File: src/shared/csd_map.vh
`ifndef CSD_MAP_VH
`define CSD_MAP_VH
// Register byte offsets: per select n, base at 0x00+16n, mask at 0x04+16n, control at 0x08+16n
`define CSD_REG_STRIDE 8'h10
`define CSD_OFF_BASE 4'h0
`define CSD_OFF_MASK 4'h4
`define CSD_OFF_CTRL 4'h8
`define CSD_OFF_STATUS 8'h80
// Mask register: bits 31:16 mask address bits, bit 0 valid
`define CSD_MASK_VALID 0
// Control register fields
`define CSD_CTRL_WS_HI 13
`define CSD_CTRL_WS_LO 10
`define CSD_CTRL_AA 8
`define CSD_CTRL_PS_HI 7
`define CSD_CTRL_PS_LO 6
`define CSD_CTRL_BEM 5
`define CSD_CTRL_BSTR 4
`define CSD_CTRL_BSTW 3
// Port size encodings
`define CSD_PS_32 2'h0
`define CSD_PS_8 2'h1
`define CSD_PS_16 2'h2
// Transfer size encodings
`define CSD_SZ_32 2'h0
`define CSD_SZ_8 2'h1
`define CSD_SZ_16 2'h2
`define CSD_SZ_LINE 2'h3
// Reset values and AXI response codes
`define CSD_CTRL_RST 32'h00003C00
`define CSD_MASK_RST 32'h00000000
`define CSD_BASE_RST 32'h00000000
`define CSD_RESP_OKAY 2'h0
`define CSD_RESP_SLVERR 2'h2
`endif

File: src/hw/csd_top.v
`timescale 1ns/1ns
`default_nettype none
`include "csd_map.vh"
module csd_top (
  input wire core_clk, // Bus clock
  input wire rstn, // Asynchronous reset, active low
  input wire clk_en, // Freezes all state when low
  input wire [2:0] strap_data, // Data lines 7:5 at reset release
  input wire xfer_start, // Transfer address valid this cycle
  input wire xfer_ext, // Transfer comes from external master
  input wire [31:0] xfer_addr, // Transfer address
  input wire xfer_write, // High for write
  input wire [1:0] xfer_size, // Transfer size
  input wire xfer_end, // Transfer done, release selects
  output reg [7:0] select_n, // Active-low selects
  output reg read_enable_n, // Active-low read strobe
  output reg [3:0] byte_lane_strobes_n, // Active-low byte lanes
  output reg [3:0] wait_states, // Wait states of selected region
  output reg int_term, // Internal termination for selected region
  output reg burst_ok, // Selected region allows burst for this direction
  input wire [31:0] s_axi_awaddr, // AXI write address
  input wire s_axi_awvalid, // AXI write address valid
  output reg s_axi_awready, // AXI write address ready
  input wire [31:0] s_axi_wdata, // AXI write data
  input wire [3:0] s_axi_wstrb, // AXI write strobes
  input wire s_axi_wvalid, // AXI write data valid
  output reg s_axi_wready, // AXI write data ready
  output reg [1:0] s_axi_bresp, // AXI write response
  output reg s_axi_bvalid, // AXI write response valid
  input wire s_axi_bready, // AXI write response ready
  input wire [31:0] s_axi_araddr, // AXI read address
  input wire s_axi_arvalid, // AXI read address valid
  output reg s_axi_arready, // AXI read address ready
  output reg [31:0] s_axi_rdata, // AXI read data
  output reg [1:0] s_axi_rresp, // AXI read response
  output reg s_axi_rvalid, // AXI read valid
  input wire s_axi_rready // AXI read ready
);

  reg [31:0] base_reg [0:7];
  reg [31:0] mask_reg [0:7];
  reg [31:0] select_control_reg [0:7];
  reg boot_mode;
  reg strap_done;
  reg [31:0] aw_addr;
  reg [31:0] w_data;
  reg [3:0] w_strb;
  reg aw_have;
  reg w_have;
  reg rd_pending;
  reg [7:0] match;
  reg [2:0] hit_idx;
  reg hit;
  reg [3:0] next_lanes;
  reg next_read;
  reg sel_read;
  integer i;
  integer j;

  function [31:0] merge;
    input [31:0] old;
    input [31:0] data;
    input [3:0] strb;
    integer k;
    begin
      merge = old;
      for (k = 0; k < 4; k = k + 1)
        if (strb[k])
          merge[k*8 +: 8] = data[k*8 +: 8];
    end
  endfunction

  function regs_ok;
    input [31:0] addr;
    begin
      regs_ok = (addr[7:0] < `CSD_OFF_STATUS) && (addr[3:0] != 4'hC) && (addr[31:8] == 24'h000000);
    end
  endfunction

  // Byte lanes: full port width lanes for 8-bit port or burst, else decoded from size and A1:A0
  function [3:0] lanes;
    input [1:0] sz;
    input [1:0] a;
    input [1:0] ps;
    begin
      if (ps == `CSD_PS_8)
        lanes = 4'h8;
      else if (ps == `CSD_PS_16)
        lanes = (sz == `CSD_SZ_8) ? (a[0] ? 4'h4 : 4'h8) : 4'hC;
      else if (sz == `CSD_SZ_8)
        lanes = 4'h8 >> a;
      else if (sz == `CSD_SZ_16)
        lanes = a[1] ? 4'h3 : 4'hC;
      else
        lanes = 4'hF;
    end
  endfunction

  // Address decode, same path for internal and external masters
  always @*
  begin
    hit = 1'b0;
    hit_idx = 3'h0;
    for (i = 0; i < 8; i = i + 1)
    begin
      match[i] = mask_reg[i][`CSD_MASK_VALID] &&
        (((xfer_addr[31:16] ^ base_reg[i][31:16]) & ~mask_reg[i][31:16]) == 16'h0000);
      if (i == 0 && boot_mode)
        match[i] = 1'b1;
      if (i != 0 && boot_mode)
        match[i] = 1'b0;
    end
    for (i = 7; i >= 0; i = i - 1)
      if (match[i])
      begin
        hit = 1'b1;
        hit_idx = i[2:0];
      end
  end

  always @*
  begin
    next_lanes = lanes(xfer_size, xfer_addr[1:0],
      select_control_reg[hit_idx][`CSD_CTRL_PS_HI:`CSD_CTRL_PS_LO]);
    if (select_control_reg[hit_idx][`CSD_CTRL_BEM] == 1'b0 && !xfer_write)
      next_lanes = 4'h0;
    next_read = hit && !xfer_write;
  end

  // Selects and lanes on the rising edge
  always @(posedge core_clk or negedge rstn)
  begin
    if (!rstn)
    begin
      select_n <= 8'hFF;
      byte_lane_strobes_n <= 4'hF;
      wait_states <= 4'h0;
      int_term <= 1'b0;
      burst_ok <= 1'b0;
      sel_read <= 1'b0;
    end
    else if (clk_en)
    begin
      if (xfer_start && hit)
      begin
        select_n <= ~(8'h01 << hit_idx);
        byte_lane_strobes_n <= ~next_lanes;
        wait_states <= select_control_reg[hit_idx][`CSD_CTRL_WS_HI:`CSD_CTRL_WS_LO];
        int_term <= select_control_reg[hit_idx][`CSD_CTRL_AA];
        burst_ok <= xfer_write ? select_control_reg[hit_idx][`CSD_CTRL_BSTW] :
          select_control_reg[hit_idx][`CSD_CTRL_BSTR];
        sel_read <= next_read;
      end
      else if (xfer_end || xfer_start)
      begin
        select_n <= 8'hFF;
        byte_lane_strobes_n <= 4'hF;
        sel_read <= 1'b0;
      end
    end
  end

  // Read strobe flop on the falling edge, fed from rising-edge select state
  always @(negedge core_clk or negedge rstn)
  begin
    if (!rstn)
      read_enable_n <= 1'b1;
    else if (clk_en)
      read_enable_n <= ~sel_read;
  end

  // Boot select: strap sampled at first enabled edge after release
  always @(posedge core_clk or negedge rstn)
  begin
    if (!rstn)
    begin
      strap_done <= 1'b0;
      boot_mode <= 1'b1;
    end
    else if (clk_en)
    begin
      strap_done <= 1'b1;
      if (s_axi_wready && s_axi_wvalid && aw_have && aw_addr[7:0] == {4'h0, `CSD_OFF_MASK})
        boot_mode <= 1'b0;
      else if (s_axi_wvalid && s_axi_awvalid && !aw_have && !w_have && s_axi_awaddr[7:0] == {4'h0, `CSD_OFF_MASK})
        boot_mode <= 1'b0;
    end
  end

  // AXI4-Lite slave
  always @(posedge core_clk or negedge rstn)
  begin
    if (!rstn)
    begin
      s_axi_awready <= 1'b1;
      s_axi_wready <= 1'b1;
      s_axi_bvalid <= 1'b0;
      s_axi_bresp <= `CSD_RESP_OKAY;
      s_axi_arready <= 1'b1;
      s_axi_rvalid <= 1'b0;
      s_axi_rresp <= `CSD_RESP_OKAY;
      s_axi_rdata <= 32'h00000000;
      aw_have <= 1'b0;
      w_have <= 1'b0;
      aw_addr <= 32'h00000000;
      w_data <= 32'h00000000;
      w_strb <= 4'h0;
      rd_pending <= 1'b0;
      for (j = 0; j < 8; j = j + 1)
      begin
        base_reg[j] <= `CSD_BASE_RST;
        mask_reg[j] <= `CSD_MASK_RST;
        select_control_reg[j] <= `CSD_CTRL_RST;
      end
    end
    else if (clk_en)
    begin
      if (!strap_done)
      begin
        select_control_reg[0][`CSD_CTRL_PS_HI:`CSD_CTRL_PS_LO] <= strap_data[2:1];
        select_control_reg[0][`CSD_CTRL_AA] <= strap_data[0];
        select_control_reg[0][`CSD_CTRL_BEM] <= strap_data[0];
      end
      if (s_axi_awvalid && s_axi_awready)
      begin
        aw_addr <= s_axi_awaddr;
        aw_have <= 1'b1;
        s_axi_awready <= 1'b0;
      end
      if (s_axi_wvalid && s_axi_wready)
      begin
        w_data <= s_axi_wdata;
        w_strb <= s_axi_wstrb;
        w_have <= 1'b1;
        s_axi_wready <= 1'b0;
      end
      if (aw_have && w_have && !s_axi_bvalid)
      begin
        s_axi_bvalid <= 1'b1;
        s_axi_bresp <= regs_ok(aw_addr) ? `CSD_RESP_OKAY : `CSD_RESP_SLVERR;
        if (regs_ok(aw_addr))
        begin
          case (aw_addr[3:0])
            `CSD_OFF_BASE: base_reg[aw_addr[6:4]] <= merge(base_reg[aw_addr[6:4]], w_data, w_strb);
            `CSD_OFF_MASK: mask_reg[aw_addr[6:4]] <= merge(mask_reg[aw_addr[6:4]], w_data, w_strb);
            `CSD_OFF_CTRL: select_control_reg[aw_addr[6:4]] <=
              merge(select_control_reg[aw_addr[6:4]], w_data, w_strb);
            default: ;
          endcase
        end
      end
      if (s_axi_bvalid && s_axi_bready)
      begin
        s_axi_bvalid <= 1'b0;
        aw_have <= 1'b0;
        w_have <= 1'b0;
        s_axi_awready <= 1'b1;
        s_axi_wready <= 1'b1;
      end
      if (s_axi_arvalid && s_axi_arready)
      begin
        s_axi_arready <= 1'b0;
        s_axi_rvalid <= 1'b1;
        s_axi_rresp <= `CSD_RESP_OKAY;
        if (s_axi_araddr[7:0] == `CSD_OFF_STATUS && s_axi_araddr[31:8] == 24'h000000)
          s_axi_rdata <= {22'h000000, boot_mode, ~read_enable_n, ~select_n};
        else if (!regs_ok(s_axi_araddr))
        begin
          s_axi_rdata <= 32'h00000000;
          s_axi_rresp <= `CSD_RESP_SLVERR;
        end
        else if (s_axi_araddr[3:0] == `CSD_OFF_BASE)
          s_axi_rdata <= base_reg[s_axi_araddr[6:4]];
        else if (s_axi_araddr[3:0] == `CSD_OFF_MASK)
          s_axi_rdata <= mask_reg[s_axi_araddr[6:4]];
        else
          s_axi_rdata <= select_control_reg[s_axi_araddr[6:4]];
      end
      if (s_axi_rvalid && s_axi_rready)
      begin
        s_axi_rvalid <= 1'b0;
        s_axi_arready <= 1'b1;
      end
    end
  end

endmodule // csd_top
`default_nettype wire

File: config.mk
export PLATFORM = sky130hd
export DESIGN_NAME = csd_top
export DESIGN_NICKNAME = d
export VERILOG_FILES = /design/src/hw/csd_top.v
export VERILOG_INCLUDE_DIRS = /design/src /design/src/shared
export SDC_FILE = /design/constraint.sdc
export NUM_CORES = 2
export LEC_CHECK = 0
export BUFFER_PORTS_ARGS = -buffer_cell sky130_fd_sc_hd__buf_2
export CORE_MARGIN = 2
export CORE_UTILIZATION = 56
export DETAILED_ROUTE_END_ITERATION = 10
export PLACE_DENSITY = 0.76
export RECOVER_POWER = 25
export SLEW_MARGIN = 20
export SYNTH_ARGS = -nofsm -noshare
export SYNTH_HDL_FRONTEND = slang
export SYNTH_SLANG_ARGS = --single-unit
File: constraint.sdc
create_clock -name core_clk -period 3.3 [get_ports core_clk]
set_input_delay 0.66 -clock core_clk [delete_from_list [all_inputs] [get_ports core_clk]]
set_output_delay 0.66 -clock core_clk [all_outputs]
set_load 0.02 [all_outputs]
## Yosys cells after proc, flatten, opt, wreduce, memory -nomap -nowiden

Index checks and enable logic that the tools add are counted.

| word-level totals | value |
|---|---|
| register bits | 901 |
| latch bits | 0 |
| memory bits (writable) | 0 |
| bits in read-only memories | 0 |
| input port bits | 149 |
| output and inout bits | 60 |
| word-level logic and storage cells | 320 |
| memories | 0 |

| operators by class | value |
|---|---|
| add/subtract/negate cells | 0 |
| multipliers | 0 |
| div/mod/pow operators | 0 |
| order comparisons | 6 |
| equality and inequality tests | 12 |
| shifts and indexed selects | 2 |
| muxes and demuxes | 153 |
| bitwise operators | 33 |
| reductions and logical operators | 67 |

Operators by type and width:

| operator | number |
|---|---|
| 256-bit bitwise mux | 3 |
| 233-bit 2-to-1 mux | 3 |
| 32-bit binary-select mux with 3-bit select | 7 |
| 32-bit 2-to-1 mux | 17 |
| 8-bit 2-to-1 mux | 62 |
| 16-bit AND | 8 |
| 16-bit logical NOT | 8 |
| 16-bit NOT | 8 |
| 16-bit bitwise XOR | 8 |
| 32-bit demux with 3-bit select | 1 |
| 24-bit logical NOT | 2 |
| 4-bit 2-to-1 mux | 12 |
| 1-bit 2-to-1 mux | 35 |
| 1-bit logical AND | 30 |
| 14-bit 2-to-1 mux | 2 |
| 3-bit 2-to-1 mux | 8 |
| 2-bit AND reduction | 11 |
| 8-bit by 3-bit equality test with 1-bit output, second input constant | 2 |
| 8-bit < comparator, second input constant | 2 |
| 8-bit NOT | 2 |
| 4-bit greater-or-equal comparator, second input constant | 3 |
| 3-bit NOT with 4-bit output | 3 |
| 4-bit AND reduction | 3 |
| 2-bit nonzero test | 6 |
| other kinds (15) | 27 |

## Longest topological paths before layout

| logic depth | value |
|---|---|
| depth in word-level cells | 23 |
| depth in mapped cells | 14 |
| mapped depth without buffers | 11 |

==> results.json <==
{
  "min_delay_worst_endpoint": "w_strb[1]",
  "timing.slew.headroom": -0.341,
  "htree_levels": 3,
  "crit_slowest_cell": "dfstp_2",
  "top_usage_layer": "met2",
  "ff2ff_path_depth": 12,
  "setup_violations": 38,
  "final_common_cell": "mux2_2",
  "r2r_slack_ns": -0.24,
  "grt_pass1_wl_mm": 245,
  "drc": 0,
  "ys_ff_latch": 899,
  "dr.pass1.iters": 6,
  "clkTransAtPathRegs_ns": 0.06,
  "pwr-share-comb": 0.268,
  "fin_ws_ns": -0.390,
  "critPathMaxFanout": 2,
  "synth.area.top_cells": "dfrtp_1 (44%), mux2_2 (21%), mux4_2 (11%)",
  "chipHeight_um": 297,
  "cts-root-buf": "clkbuf_16",
  "rsz0062_at_grt": "yes",
  "yosys_warnings": 0,
  "io_buffers": 191,
  "crit_type": "register to output pin",
  "drtIter0Drc": 4544,
  "num_io_pins": 209,
  "drtAntennaViolNets": 0,
  "swShare": 0.363,
  "fillers": 6126,
  "worst_pin_slew_ns": 2.01,
  "yosysSeqAreaShare": 0.469,
  "met1_usage": 0.486,
  "critPathLaunchType": "register",
  "cts_made_buffers": 98,
  "routed_wl_mm": 165,
  "dieArea_sq_um": 88200,
  "min_path_type": "primary input to register",
  "die_w_um": 297,
  "grt_max_degree": 148,
  "drive_gt1_frac": 0.459,
  "syn-cell-area_sq_um": 48100,
  "vias": 36900,
  "post-synth-top-area-fraction": 0.443,
  "clkPwrFrac": 0.366,
  "detailed_place_hpwl_mm": 105,
  "cp_top_family": "flip-flops",
  "syn-mean-instance-area_sq_um": 13.0,
  "p_seq_frac": 0.366,
  "start_util": 0.564,
  "skew_ns": 0.0349,
  "startpoint": "read_enable_n",
  "p_leak_nw": 25.6,
  "hold_violations": 0,
  "r2r-end": "byte_lane_strobes_n[2]",
  "yosysUniqueCellTypes": 66,
  "area_delta_synth_final_pct": 17.3,
  "tritoncts": "built",
  "rows": 107,
  "grtUsageTotal": 0.371,
  "maxCapViolCount": 2,
  "grt_pass1_vias": 37200,
  "critPathBufInv": 1,
  "worstPathCellList": "buf_6",
  "vias_per_cell": 7.05,
  "ys_async_sr_fraction": 1.00,
  "vdd_drop_max_uv": 425,
  "synthCells": 3702,
  "grt-ovfl-total": 0,
  "power_density_nw_per_um2": 589,
  "final_nets": 4154,
  "final_util": 0.662,
  "avgRoutedWirePerCell_um": 31.5,
  "final_cell_mix": "mux2_2 (886), dfrtp_1 (842), mux4_2 (227)",
  "p_int_mw": 21.2,
  "p_sw_mw": 12.0,
  "yosys.area.top_type": "dfrtp_1",
  "violations": "capacitance limit, slew limit, setup timing",
  "hold_path_depth": 2,
  "slew_violations": 327,
  "core_area_sq_um": 85100,
  "numClockSinks": 899,
  "grt.met2_usage": 0.560,
  "clkLatencyLatePin_ns": 0.71,
  "met3_usage": 0.0982,
  "antenna_found_initial": 7,
  "status": "finished with violations",
  "synth_edf_count": 0,
  "synth-main-ff-cell": "dfrtp_1",
  "finalPower_mw": 33.2,
  "worstReg2RegStart": "base_reg[48]",
  "end_kind": "output pin",
  "slowest_delay_ns": 0.57,
  "arrival_ns": 3.03,
  "gp_congestion": 0.979,
  "crit_required_ns": 2.64,
  "cts_buffer_depth": 3,
  "worstHoldStart": "s_axi_wstrb[1]"
}
==> metrics by stage <==
| stage | TNS, ns | worst slack, ns | hold slack (ns) | cells | area (sq um) |
|---|---|---|---|---|---|
| 2_1_floorplan | -0.782 | -0.169 | 0.364 | 3703 | 48300 |
| 3_3_place_gp | -6.16 | -0.650 | 0.454 | 5043 | 52600 |
| 3_5_place_dp | -6.93 | -0.708 | 0.464 | 5043 | 52600 |
| 4_1_cts | -0.885 | -0.414 | 0.166 | 5229 | 56300 |
| 5_1_grt | -42.39 | -0.423 | 0.177 | 5236 | 56400 |
| 6_report | -3.46 | -0.390 | 0.180 | 5239 | 56400 |
==> power groups by stage <==
stage | clock [mW] | sequential, mW | combinational, mW
global placement | 0.00379 | 12.3 | 8.44
finish | 12.2 | 12.1 | 8.90
global route | 12.7 | 12.2 | 9.08
floorplan | 0.00379 | 11.9 | 4.42
detailed placement | 0.00379 | 12.3 | 8.48
CTS | 12.2 | 12.1 | 8.53
==> cell families (layout without fill, tap and decap cells) <==
group,Yosys count,count (layout),synth area share
other cells,1,9,0.0000780
buf+inv,305,690,0.0258
xor+xnor,130,130,0.0240
mux,1218,1218,0.336
flops,899,899,0.469
fa+ha+maj,1,1,0.000234
simple gates,444,444,0.0430
compound gates,704,704,0.101
==> layer usage <==
layer	up-vias	wire length, um	share of wire
li1	14800	-	-
met1	18800	60800	0.37
met2	2652	73800	0.45
met3	672	19300	0.12
met4	2	11000	0.067
met5	-	9	0.000055
==> layout make-up <==
type | count | area [sq um] | area share
tap | 1144 | 1430 | 0.0254
sequential | 899 | 22600 | 0.401
antenna | 7 | 17.5 | 0.000311
clock inverter | 48 | 707 | 0.0125
inverter | 10 | 37.5 | 0.000666
multi-input combinational | 2499 | 24700 | 0.438
timing repair buffer | 496 | 4040 | 0.0717
clock buffer | 136 | 2890 | 0.0513
==> what timing repair did <==
item,CTS,global route
endpoints found under the hold margin,34,0
pin swaps,4,7
setup endpoints to repair,11,24
gates cloned,0,0
setup buffers,2,3
hold buffers,1,0
gates resized for setup,22,22
==> synth_stat cells, types with 7 or more instances <==
library cell,number
o22a_1,11
a22oi_1,85
nand2b_1,10
a41oi_1,23
inv_1,11
buf_6,7
buf_1,62
nor2b_1,61
o22ai_1,61
nor2_1,111
dfstp_2,49
mux2i_1,103
buf_4,7
a31oi_1,39
xnor2_1,127
clkbuf_1,205
nand3_1,19
a21oi_1,87
dfrtp_1,850
nand2_1,178
nor4_1,25
mux2_2,886
o21ai_0,151
buf_2,13
a211oi_1,64
a22o_1,86
a221oi_1,67
mux4_2,227
==> how the worst max path moves through the flow <==
stage                     slack, ns  depth (start not counted)        endpoint
after floorplan               -0.17                         12        burst_ok
after global placement        -0.65                         16  wait_states[0]
after detailed placement      -0.71                         16  wait_states[0]
after CTS                     -0.41                          1   read_enable_n
after global routing          -0.42                          1   read_enable_n
final                         -0.39                          1   read_enable_n
Note: power is estimated with default switching activity, not from simulation.
